`src/rtl/scu_pkg.sv`:
```
// constants and types for the system control unit
package scu_pkg;

	// ----------------------------------------------------------------
	// sfr offsets (zero page low byte)
	// ----------------------------------------------------------------
	localparam logic [7:0]  SCU_ADDR_RESET_CONFIRM = 8'hB0;
	localparam logic [7:0]  SCU_ADDR_IRQ_ENABLE_0  = 8'hB2;
	localparam logic [7:0]  SCU_ADDR_IRQ_ENABLE_1  = 8'hB3;
	localparam logic [7:0]  SCU_ADDR_IRQ_PENDING_0 = 8'hB4;
	localparam logic [7:0]  SCU_ADDR_IRQ_PENDING_1 = 8'hB5;
	localparam logic [7:0]  SCU_ADDR_SYSTEM_FLAGS  = 8'hB7;
	localparam logic [7:0]  SCU_ADDR_DIVIDER       = 8'hB9;
	localparam logic [7:0]  SCU_ADDR_CLOCK_SELECT  = 8'hBA;
	localparam logic [7:0]  SCU_ADDR_POWER_CONTROL = 8'hBC;
	localparam logic [7:0]  SCU_ADDR_WRITE_UNLOCK  = 8'hFA;

	// ----------------------------------------------------------------
	// keys, vectors, reset values
	// ----------------------------------------------------------------
	localparam logic [7:0]  SCU_UNLOCK_KEY      = 8'h78;
	localparam logic [7:0]  SCU_CONFIRM_KEY     = 8'h90;
	localparam logic [15:0] SCU_VECTOR_ADC      = 16'hFFFC;
	localparam logic [15:0] SCU_VECTOR_SHARED   = 16'hFFFE;
	localparam logic [7:0]  SCU_ENABLE_RST      = 8'h00;
	localparam logic [7:0]  SCU_PENDING_RST     = 8'h00;
	localparam logic [7:0]  SCU_POWER_RST       = 8'h00;
	localparam logic [7:0]  SCU_CLOCK_RST       = 8'h00;
	localparam logic [1:0]  SCU_DIV_RATE_RST    = 2'h0;
	localparam logic [7:0]  SCU_DIVIDER_RST     = 8'h00;

	// ----------------------------------------------------------------
	// field positions
	// ----------------------------------------------------------------
	localparam int SCU_SYS_WDT_BIT     = 7;
	localparam int SCU_SYS_LVD_BIT     = 0;
	localparam int SCU_PWR_IO_SCOPE    = 6;
	localparam int SCU_PWR_LVD_LEVEL   = 4;
	localparam int SCU_PWR_OSC_HI      = 2;
	localparam int SCU_PWR_OSC_LO      = 1;
	localparam int SCU_PWR_HALT        = 0;
	localparam int SCU_CLK_CPU_SLOW    = 0;
	localparam int SCU_CLK_WAKE_SHORT  = 2;
	localparam int SCU_CLK_MAIN_FULL   = 3;
	localparam int SCU_CLK_DIV_MAIN    = 4;
	localparam int SCU_PEND_ADC_BIT    = 6;
	localparam int SCU_WDT_W           = 7;
	localparam int SCU_RTC_W           = 6;

	// divider event masks for rate codes 0..3 (/4, /32, /64, /128)
	localparam logic [3:0][7:0] SCU_DIV_RATE_MASK = {8'h7F, 8'h3F, 8'h1F, 8'h03};

	// ----------------------------------------------------------------
	// timing
	// ----------------------------------------------------------------
	localparam int SCU_CLK_PERIOD_NS   = 100;
	localparam int SCU_LVR_HOLD_NS     = 1000000;
	localparam int SCU_LVR_HOLD_CYC    =
		(SCU_LVR_HOLD_NS + SCU_CLK_PERIOD_NS - 1) / SCU_CLK_PERIOD_NS;
	localparam int SCU_WAKE_LONG_CYC   = 16384;
	localparam int SCU_WAKE_SHORT_CYC  = 256;

	// ----------------------------------------------------------------
	// types
	// ----------------------------------------------------------------
	typedef enum logic [1:0] {
		SCU_RUN    = 2'b00,
		SCU_STOP   = 2'b01,
		SCU_SETTLE = 2'b10
	} scu_pwr_state_e;

	typedef struct packed {
		logic       rd;
		logic       wr;
		logic [7:0] addr;
		logic [7:0] wdata;
	} scu_sfr_req_s;

	typedef struct packed {
		logic tm0_underflow;
		logic tm1_underflow;
		logic tm2_underflow;
		logic adc_done;
	} scu_evt_s;

	typedef struct packed {
		logic main_osc_en;
		logic slow_osc_en;
		logic cpu_from_slow;
		logic main_undivided;
	} scu_osc_s;

endpackage : scu_pkg

```
`src/rtl/scu_system_control.sv`:
```
// system control unit: interrupts, resets, watchdog, power modes, divider
`timescale 1ns/1ps
//
// Contract
// - pending and enabled source raises request
// - taken irq blocks until cli/enable write
// - adc uses FFFC, others share FFFE
// - enable register bit layout, reset zero
// - port edges and half-second rtc event
// - pending registers read in enable positions
// - writing one clears pending flag
// - watchdog flag set/clear conditions
// - low voltage flag set and clears
// - low voltage reset after 1ms persistence
// - watchdog source /256 then /128
// - firmware restarts watchdog, overflow resets
// - io reset scope excludes watchdog when set
// - two bits choose dual/single/slow/stop
// - stop wakes on port edges or reset
// - slow cpu wake keeps main state
// - halt gates cpu, events resume, protected
// - cpu clock source and main prescale
// - wake debounce 16384 or 256 clocks
// - 8-bit divider taps readable, reset rules
// - divider event rate /4,/32,/64,/128
// - protected writes need 78h unlock once
//
module scu_system_control
	import scu_pkg::*;
#(
	parameter int LVR_HOLD_CYC  = scu_pkg::SCU_LVR_HOLD_CYC,
	parameter int WAKE_LONG_CYC = scu_pkg::SCU_WAKE_LONG_CYC
) (
	// clock and reset
	input  wire logic                  clk_sys,
	input  wire logic                  sys_rst,
	input  wire logic                  clk_en,
	// sfr access from the cpu core
	input  wire scu_pkg::scu_sfr_req_s sfr_req,
	output logic [7:0]                 sfr_rdata_q,
	// cpu interrupt handshake
	input  wire logic                  irq_taken,
	input  wire logic                  clear_irq_disable_instr,
	input  wire logic                  set_irq_disable_instr,
	output logic                       irq_req_q,
	output logic [15:0]                irq_vector_q,
	// on-chip event pulses
	input  wire scu_pkg::scu_evt_s     evt,
	input  wire logic [7:0]            port0_edge_select,
	// pins and analog comparators
	input  wire logic [7:0]            port0_pin,
	input  wire logic [7:0]            port1_pin,
	input  wire logic                  overcurrent_pin,
	input  wire logic                  overvoltage_pin,
	input  wire logic                  external_protect,
	input  wire logic                  ext_reset_pin,
	input  wire logic                  supply_below_lvr,
	input  wire logic                  supply_below_2v4,
	input  wire logic                  supply_below_2v7,
	// oscillator ticks
	input  wire logic                  main_osc_clock,
	input  wire logic                  slow_osc_clock,
	// clock and reset control out
	output scu_pkg::scu_osc_s          osc_q,
	output logic                       cpu_clk_run_q,
	output logic                       system_reset_q,
	output logic                       io_reset_q,
	output logic                       reset_confirmed_q
);
	import scu_pkg::*;

	// ----------------------------------------------------------------
	// pin synchronisers
	// ----------------------------------------------------------------
	localparam int PIN_W = 25;
	localparam int PIN_OCP = 16;
	localparam int PIN_OVP = 17;
	localparam int PIN_EXTP = 18;
	localparam int PIN_RST = 19;
	localparam int PIN_LVR = 20;
	localparam int PIN_L24 = 21;
	localparam int PIN_L27 = 22;
	localparam logic [PIN_W-1:0] PIN_IDLE = {9'h000, 16'hFFFF};

	logic [PIN_W-1:0] pin_raw;
	logic [PIN_W-1:0] pin_s1_q;
	logic [PIN_W-1:0] pin_s2_q;
	logic [PIN_W-1:0] pin_s3_q;
	logic [PIN_W-1:0] pin_q;
	logic [PIN_W-1:0] pin_d;
	logic [PIN_W-1:0] pin_rise;
	logic [PIN_W-1:0] pin_fall;

	assign pin_raw = {2'b00, supply_below_2v7, supply_below_2v4, supply_below_lvr,
		ext_reset_pin, external_protect, overvoltage_pin, overcurrent_pin,
		port1_pin, port0_pin};

	always_comb begin
		// a bit only moves once the second and third stage agree
		pin_d = (pin_s3_q & ~(pin_s2_q ^ pin_s3_q)) | (pin_q & (pin_s2_q ^ pin_s3_q));
		pin_rise = pin_d & ~pin_q;
		pin_fall = ~pin_d & pin_q;
	end

	always_ff @(posedge clk_sys) begin
		if (sys_rst) begin
			pin_s1_q <= PIN_IDLE;
			pin_s2_q <= PIN_IDLE;
			pin_s3_q <= PIN_IDLE;
			pin_q    <= PIN_IDLE;
		end else if (clk_en) begin
			pin_s1_q <= pin_raw;
			pin_s2_q <= pin_s1_q;
			pin_s3_q <= pin_s2_q;
			pin_q    <= pin_d;
		end
	end

	// ----------------------------------------------------------------
	// register write decode
	// ----------------------------------------------------------------
	logic       wr;
	logic       unlock_q;
	logic [7:0] wd;
	logic       wr_en0;
	logic       wr_en1;
	logic       wr_clr0;
	logic       wr_clr1;
	logic       wr_sys;
	logic       wr_div;
	logic       wr_clk;
	logic       wr_pwr;
	logic       wr_conf;

	assign wr      = clk_en & sfr_req.wr;
	assign wd      = sfr_req.wdata;
	assign wr_en0  = wr & (sfr_req.addr == SCU_ADDR_IRQ_ENABLE_0);
	assign wr_en1  = wr & (sfr_req.addr == SCU_ADDR_IRQ_ENABLE_1);
	assign wr_clr0 = wr & (sfr_req.addr == SCU_ADDR_IRQ_PENDING_0);
	assign wr_clr1 = wr & (sfr_req.addr == SCU_ADDR_IRQ_PENDING_1);
	assign wr_sys  = wr & (sfr_req.addr == SCU_ADDR_SYSTEM_FLAGS);
	assign wr_div  = wr & (sfr_req.addr == SCU_ADDR_DIVIDER);
	assign wr_clk  = wr & (sfr_req.addr == SCU_ADDR_CLOCK_SELECT);
	assign wr_pwr  = wr & (sfr_req.addr == SCU_ADDR_POWER_CONTROL);
	assign wr_conf = wr & (sfr_req.addr == SCU_ADDR_RESET_CONFIRM);

	// ----------------------------------------------------------------
	// reset sources
	// ----------------------------------------------------------------
	logic        wdt_fire;
	logic        lvr_act_q;
	logic [31:0] lvr_cnt_q;
	logic        hard_rst;
	logic        soft_rst;

	// external reset and low voltage reset act as levels
	assign hard_rst = lvr_act_q | pin_q[PIN_RST];
	assign soft_rst = hard_rst | wdt_fire;

	always_ff @(posedge clk_sys) begin
		if (sys_rst) begin
			lvr_cnt_q <= '0;
			lvr_act_q <= 1'b0;
		end else if (clk_en) begin
			if (!pin_q[PIN_LVR]) begin
				lvr_cnt_q <= '0;
				lvr_act_q <= 1'b0;
			end else if (lvr_cnt_q >= 32'(LVR_HOLD_CYC)) begin
				lvr_act_q <= 1'b1;
			end else begin
				lvr_cnt_q <= lvr_cnt_q + 32'h1;
			end
		end
	end

	always_ff @(posedge clk_sys) begin
		if (sys_rst) begin
			unlock_q <= 1'b0;
		end else if (clk_en) begin
			if (soft_rst) begin
				unlock_q <= 1'b0;
			end else if (wr) begin
				// any write other than a repeated key write ends the unlock
				unlock_q <= (sfr_req.addr == SCU_ADDR_WRITE_UNLOCK) &&
					(wd == SCU_UNLOCK_KEY);
			end
		end
	end

	// ----------------------------------------------------------------
	// clock selection and divider chain
	// ----------------------------------------------------------------
	logic [7:0]           clk_sel_q;
	logic [1:0]           div_rate_q;
	logic [7:0]           div_q;
	logic [SCU_WDT_W-1:0] wdt_q;
	logic [SCU_RTC_W-1:0] rtc_q;
	logic                 div_tick;
	logic                 div_carry;
	logic                 div_evt;
	logic                 rtc_evt;
	logic [7:0]           rate_mask;

	always_comb begin
		div_tick = clk_sel_q[SCU_CLK_DIV_MAIN] ? (main_osc_clock & osc_q.main_osc_en)
			: (slow_osc_clock & osc_q.slow_osc_en);
		div_carry = div_tick & (div_q == 8'hFF);
		rate_mask = SCU_DIV_RATE_MASK[div_rate_q];
		div_evt = div_tick & ((div_q & rate_mask) == rate_mask);
		// 64 divider carries give half a second at the nominal slow clock
		rtc_evt = div_carry & (&rtc_q);
		wdt_fire = div_carry & (&wdt_q);
	end

	always_ff @(posedge clk_sys) begin
		if (sys_rst) begin
			clk_sel_q  <= SCU_CLOCK_RST;
			div_rate_q <= SCU_DIV_RATE_RST;
		end else if (clk_en) begin
			if (soft_rst) begin
				clk_sel_q  <= SCU_CLOCK_RST;
				div_rate_q <= SCU_DIV_RATE_RST;
			end else begin
				if (wr_clk && unlock_q) begin
					clk_sel_q <= wd;
				end
				if (wr_div) begin
					div_rate_q <= wd[1:0];
				end
			end
		end
	end

	always_ff @(posedge clk_sys) begin
		if (sys_rst) begin
			div_q <= SCU_DIVIDER_RST;
			rtc_q <= '0;
		end else if (clk_en) begin
			if (lvr_act_q) begin
				div_q <= SCU_DIVIDER_RST;
				rtc_q <= '0;
			end else if (div_tick) begin
				div_q <= div_q + 8'h01;
				if (div_carry) begin
					rtc_q <= rtc_q + 6'h01;
				end
			end
		end
	end

	always_ff @(posedge clk_sys) begin
		if (sys_rst) begin
			wdt_q <= '0;
		end else if (clk_en) begin
			if (soft_rst || (wr_sys && unlock_q && wd[SCU_SYS_WDT_BIT])) begin
				wdt_q <= '0;
			end else if (div_carry) begin
				wdt_q <= wdt_q + 7'h01;
			end
		end
	end

	// ----------------------------------------------------------------
	// interrupt sources, pending and enable
	// ----------------------------------------------------------------
	logic [7:0] en0_q;
	logic [7:0] en1_q;
	logic [7:0] pend0_q;
	logic [4:0] pend1_q;
	logic [7:0] set0;
	logic [4:0] set1;
	logic       block_q;
	logic       p0_evt;
	logic       p1_evt;

	always_comb begin
		p0_evt = |((pin_rise[7:0] & ~port0_edge_select) |
			(pin_fall[7:0] & port0_edge_select));
		p1_evt = |pin_fall[15:8];
		set0 = {rtc_evt, evt.adc_done, div_evt, evt.tm2_underflow,
			evt.tm1_underflow, evt.tm0_underflow, p1_evt, p0_evt};
		set1 = {pin_rise[PIN_EXTP], pin_rise[PIN_OCP], pin_fall[PIN_OCP],
			pin_rise[PIN_OVP], pin_fall[PIN_OVP]};
	end

	always_ff @(posedge clk_sys) begin
		if (sys_rst) begin
			en0_q <= SCU_ENABLE_RST;
			en1_q <= SCU_ENABLE_RST;
		end else if (clk_en) begin
			if (soft_rst) begin
				en0_q <= SCU_ENABLE_RST;
				en1_q <= SCU_ENABLE_RST;
			end else begin
				if (wr_en0) begin
					en0_q <= wd;
				end
				if (wr_en1) begin
					en1_q <= {3'b000, wd[4:0]};
				end
			end
		end
	end

	always_ff @(posedge clk_sys) begin
		if (sys_rst) begin
			pend0_q <= SCU_PENDING_RST;
			pend1_q <= SCU_PENDING_RST[4:0];
		end else if (clk_en) begin
			if (soft_rst) begin
				pend0_q <= SCU_PENDING_RST;
				pend1_q <= SCU_PENDING_RST[4:0];
			end else begin
				// a zero bit keeps its flag; a fresh event beats the clear
				pend0_q <= (pend0_q & ~({8{wr_clr0}} & wd)) | set0;
				pend1_q <= (pend1_q & ~({5{wr_clr1}} & wd[4:0])) | set1;
			end
		end
	end

	always_ff @(posedge clk_sys) begin
		if (sys_rst) begin
			block_q <= 1'b0;
		end else if (clk_en) begin
			if (soft_rst) begin
				block_q <= 1'b0;
			end else if (irq_taken || set_irq_disable_instr) begin
				block_q <= 1'b1;
			end else if (clear_irq_disable_instr || wr_en0 || wr_en1) begin
				block_q <= 1'b0;
			end
		end
	end

	always_ff @(posedge clk_sys) begin
		if (sys_rst) begin
			irq_req_q    <= 1'b0;
			irq_vector_q <= SCU_VECTOR_SHARED;
		end else if (clk_en) begin
			irq_req_q <= ~soft_rst & ~block_q & ~irq_taken &
				(|(pend0_q & en0_q) | |(pend1_q & en1_q[4:0]));
			// adc has its own vector and is preferred when both pend
			irq_vector_q <= (pend0_q[SCU_PEND_ADC_BIT] & en0_q[SCU_PEND_ADC_BIT]) ?
				SCU_VECTOR_ADC : SCU_VECTOR_SHARED;
		end
	end

	// ----------------------------------------------------------------
	// system flags
	// ----------------------------------------------------------------
	logic wdt_flag_q;
	logic lvd_flag_q;
	logic lvd_cond;
	logic [7:0] pwr_q;

	assign lvd_cond = pwr_q[SCU_PWR_LVD_LEVEL] ? pin_q[PIN_L27] : pin_q[PIN_L24];

	always_ff @(posedge clk_sys) begin
		if (sys_rst) begin
			wdt_flag_q <= 1'b0;
		end else if (clk_en) begin
			if (wdt_fire) begin
				wdt_flag_q <= 1'b1;
			end else if (hard_rst || (wr_sys && unlock_q && wd[SCU_SYS_WDT_BIT])) begin
				wdt_flag_q <= 1'b0;
			end
		end
	end

	always_ff @(posedge clk_sys) begin
		if (sys_rst) begin
			lvd_flag_q <= 1'b0;
		end else if (clk_en) begin
			if (soft_rst) begin
				lvd_flag_q <= 1'b0;
			end else if (lvd_cond) begin
				lvd_flag_q <= 1'b1;
			end else if (wr_sys && wd[SCU_SYS_LVD_BIT]) begin
				lvd_flag_q <= 1'b0;
			end
		end
	end

	// ----------------------------------------------------------------
	// power control and stop/halt sequencing
	// ----------------------------------------------------------------
	scu_pwr_state_e state_q;
	logic [14:0]    settle_q;
	logic           saved_main_q;
	logic           saved_slow_q;
	logic           stop_wake;

	// oscillators are off in stop, so only port0 edges and port1 falling edges can wake it
	assign stop_wake = p0_evt | (|pin_rise[7:0]) | (|pin_fall[7:0]) | p1_evt;

	always_ff @(posedge clk_sys) begin
		if (sys_rst) begin
			pwr_q        <= SCU_POWER_RST;
			state_q      <= SCU_RUN;
			settle_q     <= '0;
			saved_main_q <= 1'b1;
			saved_slow_q <= 1'b1;
		end else if (clk_en) begin
			if (soft_rst) begin
				pwr_q   <= SCU_POWER_RST;
				state_q <= SCU_RUN;
			end else begin
				unique case (state_q)
					SCU_RUN: begin
						if (wr_pwr) begin
							pwr_q[SCU_PWR_IO_SCOPE]  <= wd[SCU_PWR_IO_SCOPE];
							pwr_q[SCU_PWR_LVD_LEVEL] <= wd[SCU_PWR_LVD_LEVEL];
							if (unlock_q) begin
								pwr_q[2:0] <= wd[2:0];
							end
						end else if (|{set0, set1}) begin
							pwr_q[SCU_PWR_HALT] <= 1'b0;
						end
						if (pwr_q[2:1] == 2'b11) begin
							saved_main_q <= osc_q.main_osc_en;
							saved_slow_q <= osc_q.slow_osc_en;
							state_q      <= SCU_STOP;
						end
					end
					SCU_STOP: begin
						if (stop_wake) begin
							if (clk_sel_q[SCU_CLK_CPU_SLOW]) begin
								pwr_q[2:1] <= {~saved_main_q, 1'b0};
							end else begin
								pwr_q[2:1] <= {1'b0, ~saved_slow_q};
							end
							settle_q <= clk_sel_q[SCU_CLK_WAKE_SHORT] ?
								15'(SCU_WAKE_SHORT_CYC - 1) : 15'(WAKE_LONG_CYC - 1);
							state_q <= SCU_SETTLE;
						end
					end
					SCU_SETTLE: begin
						if (settle_q == 15'h0000) begin
							state_q <= SCU_RUN;
						end else begin
							settle_q <= settle_q - 15'h0001;
						end
					end
					default: begin
						state_q <= SCU_RUN;
					end
				endcase
			end
		end
	end

	// ----------------------------------------------------------------
	// registered control outputs
	// ----------------------------------------------------------------
	always_ff @(posedge clk_sys) begin
		if (sys_rst) begin
			osc_q         <= '{main_osc_en: 1'b1, slow_osc_en: 1'b1,
				cpu_from_slow: 1'b0, main_undivided: 1'b0};
			cpu_clk_run_q <= 1'b1;
		end else if (clk_en) begin
			osc_q.main_osc_en    <= ~pwr_q[SCU_PWR_OSC_HI];
			osc_q.slow_osc_en    <= ~pwr_q[SCU_PWR_OSC_LO];
			osc_q.cpu_from_slow  <= clk_sel_q[SCU_CLK_CPU_SLOW];
			osc_q.main_undivided <= clk_sel_q[SCU_CLK_MAIN_FULL];
			cpu_clk_run_q <= (state_q == SCU_RUN) & ~pwr_q[SCU_PWR_HALT] &
				(pwr_q[2:1] != 2'b11);
		end
	end

	always_ff @(posedge clk_sys) begin
		if (sys_rst) begin
			system_reset_q <= 1'b1;
			io_reset_q     <= 1'b1;
		end else if (clk_en) begin
			system_reset_q <= soft_rst;
			io_reset_q     <= hard_rst | (wdt_fire & ~pwr_q[SCU_PWR_IO_SCOPE]);
		end
	end

	always_ff @(posedge clk_sys) begin
		if (sys_rst) begin
			reset_confirmed_q <= 1'b0;
		end else if (clk_en) begin
			if (soft_rst) begin
				reset_confirmed_q <= 1'b0;
			end else if (wr_conf) begin
				reset_confirmed_q <= (wd[7:4] == SCU_CONFIRM_KEY[7:4]);
			end
		end
	end

	// ----------------------------------------------------------------
	// read port
	// ----------------------------------------------------------------
	always_ff @(posedge clk_sys) begin
		if (sys_rst) begin
			sfr_rdata_q <= 8'h00;
		end else if (clk_en && sfr_req.rd) begin
			unique case (sfr_req.addr)
				SCU_ADDR_IRQ_PENDING_0: sfr_rdata_q <= pend0_q;
				SCU_ADDR_IRQ_PENDING_1: sfr_rdata_q <= {3'b000, pend1_q};
				SCU_ADDR_SYSTEM_FLAGS:  sfr_rdata_q <= {wdt_flag_q, 6'h00, lvd_flag_q};
				SCU_ADDR_DIVIDER:       sfr_rdata_q <= div_q;
				default:                sfr_rdata_q <= 8'h00;
			endcase
		end
	end

endmodule : scu_system_control

```
`config.mk`:
```
export PLATFORM = sky130hd
export DESIGN_NAME = scu_system_control
export DESIGN_NICKNAME = d
export VERILOG_FILES = /design/src/rtl/scu_pkg.sv /design/src/rtl/scu_system_control.sv
export SDC_FILE = /design/constraint.sdc
export NUM_CORES = 1
export LEC_CHECK = 0
export BUFFER_PORTS_ARGS = -buffer_cell sky130_fd_sc_hd__buf_2
export CORE_MARGIN = 2
export CORE_UTILIZATION = 54
export CTS_CLUSTER_DIAMETER = 120
export DETAILED_ROUTE_END_ITERATION = 8
export GPL_TIMING_DRIVEN = 1
export PLACE_DENSITY_LB_ADDON = 0.12
export SLEW_MARGIN = 20
export SYNTH_ARGS = -nofsm -noshare
export SYNTH_HDL_FRONTEND = slang
export SYNTH_SLANG_ARGS = --single-unit
export TNS_END_PERCENT = 30
```
`constraint.sdc`:
```
create_clock -name clk_sys -period 2.7 [get_ports clk_sys]
set_input_delay 0.27 -clock clk_sys [delete_from_list [all_inputs] [get_ports clk_sys]]
set_output_delay 0.27 -clock clk_sys [all_outputs]
set_load 0.01 [all_outputs]
```
==> impl_results.md <==
* Outcome: finished clean
* Setup TNS at 0 ns
* Fillcell total at 1535
* IO Count at 94
* Hold Path Class: in -> reg
* Crit start category: register
* Global Route Usage Sum at 23.5%
* Initial antenna violation count at 0
* Mapped Area at 10000 um^2
* Worst-path clk slew at 0.06 ns
* Fmax at 392 MHz
* Placement row count at 49
* Number of max-cap violations at 0
* P_leak at 0.00469 uW
* Max VDD drop at 0.000536 V
* Final wirelength at 23700 um
* Post-Layout Cell Count at 1510
* Initial Util at 55.5%
* Number of port buffers at 78
* Total gr overflow at 0
* Number of synthesized flops with an enable pin at 0
* Routed len/inst at 15.7 um
* Inserted Clock Buffers at 24
* RSZ-0062 raised after global routing: false
* Layout Nets at 1333
* Synth top area cells: dfxtp_1 (45%), nor2_1 (5.5%), a21oi_1 (5.3%), a211o_1 (4.1%), nand2_1 (3.0%)
* Max Transition Viols Final at 0
* DRT antenna net count at 0
* Worst Skew at 0.0113 ns
* Critical path type: reg -> reg
* Worst path required time at 3.09 ns
* Worst-Skew Late Latency at 0.51 ns
* Area leader, netlist: dfxtp_1
* Final setup viols at 0
* Die height at 140 um
* Initial DRC Count at 548
* Vias after detailed routing at 8701
* Tcrit/Tclk final at 94.5%
* Hpwl dp at 16100 um
* Final core occ at 64.6%
* CTS root buffer: clkbuf_16
* Final Hold Viols at 0
* Seq/Total Area, Yosys at 44.7%
* Largest net degree at the start of global routing at 96
* Max Buffers Root-to-Sink at 3
* Hold Slack at 0.00974 ns
* Post-Synthesis Cells at 1170
* Kind of end point of the critical path: register
* Async set-reset flop share out of synthesis at 0%
* Core area at 18100 um^2
* # placed instances at 1448
* Syn. warnings at 0
* P&R area growth vs syn at 16.5%
* CTS tree: built
* Flops & latches, synth at 224
* Arr. time, crit path at 2.94 ns
* Post-synthesis cell type count at 67
* Avg Inst Size Synth at 8.57 um^2
* PD cells at 614 nW/um^2
* Die area at 19700 um^2
* Slew @ Worst Pin at 0.901 ns
* Crit-path max FO at 6
* Top cell type's share of synthesized area at 44.7%
* Vias in the first global route at 7995
* Max-slew headroom at 39.9%
* CTS H-tree depth at 1
* Tmin final at 2.55 ns
* Die extent in x at 140 um
* First-pass GRT wire length at 39100 um
* DRC at 0
* Pre-antenna DRT Iters at 5
* Top_reg_cell synth: dfxtp_1
* Top-count cell post-synth: dfxtp_1
* Share of layout cells above drive strength 1 at 12.4%
* GPL Wtd Cong at 0.845
* Drt via density at 5.76
* CTS Sinks at 224
* Most common library cells after synthesis: dfxtp_1 (224), nor2_1 (147), a21oi_1 (106), nand2_1 (81), clkbuf_1 (55)
* Antenna diode count at 0
## registers in the layout (all words and copies together) (netlist names), 6 cells and up, named ones only
name	cells
pin_s3_q	23
rtc_q	6
div_q	8
lvr_cnt_q	32
wdt_q	7
pend0_q	8
en0_q	8
pin_s1_q	23
pin_q	19
settle_q	15
pin_s2_q	23
sfr_rdata_q	8
## power by group
group / total (uW) / internal (uW) / switching, uW
clock network: 3270 / 1990 / 1280
registers: 3450 / 3380 / 66.0
logic: 459 / 198 / 261
total: 7180 / 5570 / 1610
## cells by family after synthesis
family / share of synthesized area [%]
and+or+nand+nor: 23.8
DFF: 44.7
AOI/OAI and AO/OA: 22.0
adders and majority gates: 0.748
buffers and inverters: 4.24
muxes: 2.82
other: 0.0749
xor gates and xnor gates: 1.66
## final timing paths
check,to,slack [ns],startpoint,cells after the start
setup / recovery,lvr_cnt_q[11]$_SDFFE_PP0P_,0.15,lvr_cnt_q[5]$_SDFFE_PP0P_,8
hold / removal,pin_s1_q[22]$_SDFFE_PP0P_,0.01,supply_below_2v7,3
setup reg to reg,lvr_cnt_q[11]$_SDFFE_PP0P_,0.15,lvr_cnt_q[5]$_SDFFE_PP0P_,8
hold reg to reg,div_rate_q[0]$_SDFFE_PP0P_,0.45,div_rate_q[0]$_SDFFE_PP0P_,2
## placed cells by master, fill, tap and decap left out, types with 9 or more instances in the layout
master         instances
a211o_1               47
a211oi_1              11
a22oi_1               30
o21ai_1               31
conb_1                15
nor2_1               147
nand3_1               21
o21ai_0               32
buf_2                 76
nand4_1               13
dlygate4sd3_1         21
o21bai_1              19
nor4_1                13
and3_1                 9
nor3_1                18
dfxtp_1              224
nand2_1               81
mux2i_1               26
nor3b_1               13
xor2_1                14
inv_1                 21
a21o_1                10
nand2b_1              27
and2_1                32
a21oi_1              106
buf_4                 35
nor2b_1               40
clkbuf_16             25
## layout make-up
type	instances	area, um^2	area share, %
Multi-Input combinational cell	861	5170	44.3
Sequential cell	224	4480	38.4
Timing Repair Buffer	134	876	7.49
Clock buffer	35	703	6.02
Tap cell	229	287	2.45
Clock inverter	6	85.1	0.728
Inverter	21	78.8	0.675
## metal layers
metal | wire, um | up-vias | track usage (%)
met5 | 0 | - | 0
met4 | 381 | 0 | 4.68
met2 | 11000 | 218 | 38.6
met1 | 11200 | 4077 | 33.2
met3 | 1180 | 37 | 3.49
li1 | - | 4369 | -
## critical path, stage by stage, from the launching register on
cell       delay [ns]
dfxtp_1          0.33
or4_1            0.52
a41o_1           0.26
a311o_2          0.46
a2111oi_4        0.35
buf_4            0.20
and2_4           0.15
xnor2_1          0.13
nor2_2           0.04
## through the flow
| stage | power (uW) | cell area [um^2] | setup slack, ns |
|---|---|---|---|
| CTS | 7240 | 11700 | 0.134 |
| detailed placement | 3950 | 10700 | 0.156 |
| global placement | 3950 | 10700 | 0.198 |
| floorplan | 3810 | 10100 | 0.204 |
| global route | 7440 | 11700 | 0.0239 |
| finish | 7180 | 11700 | 0.147 |
## timing repair
| item | CTS | global route |
|---|---|---|
| setup endpoints to repair | 0 | 1 |
| setup buffers | 0 | 0 |
| endpoints found under the hold margin | 21 | 0 |
| resized for setup | 0 | 1 |
| hold buffers | 21 | 0 |
Note: power is estimated with default switching activity, not from simulation.
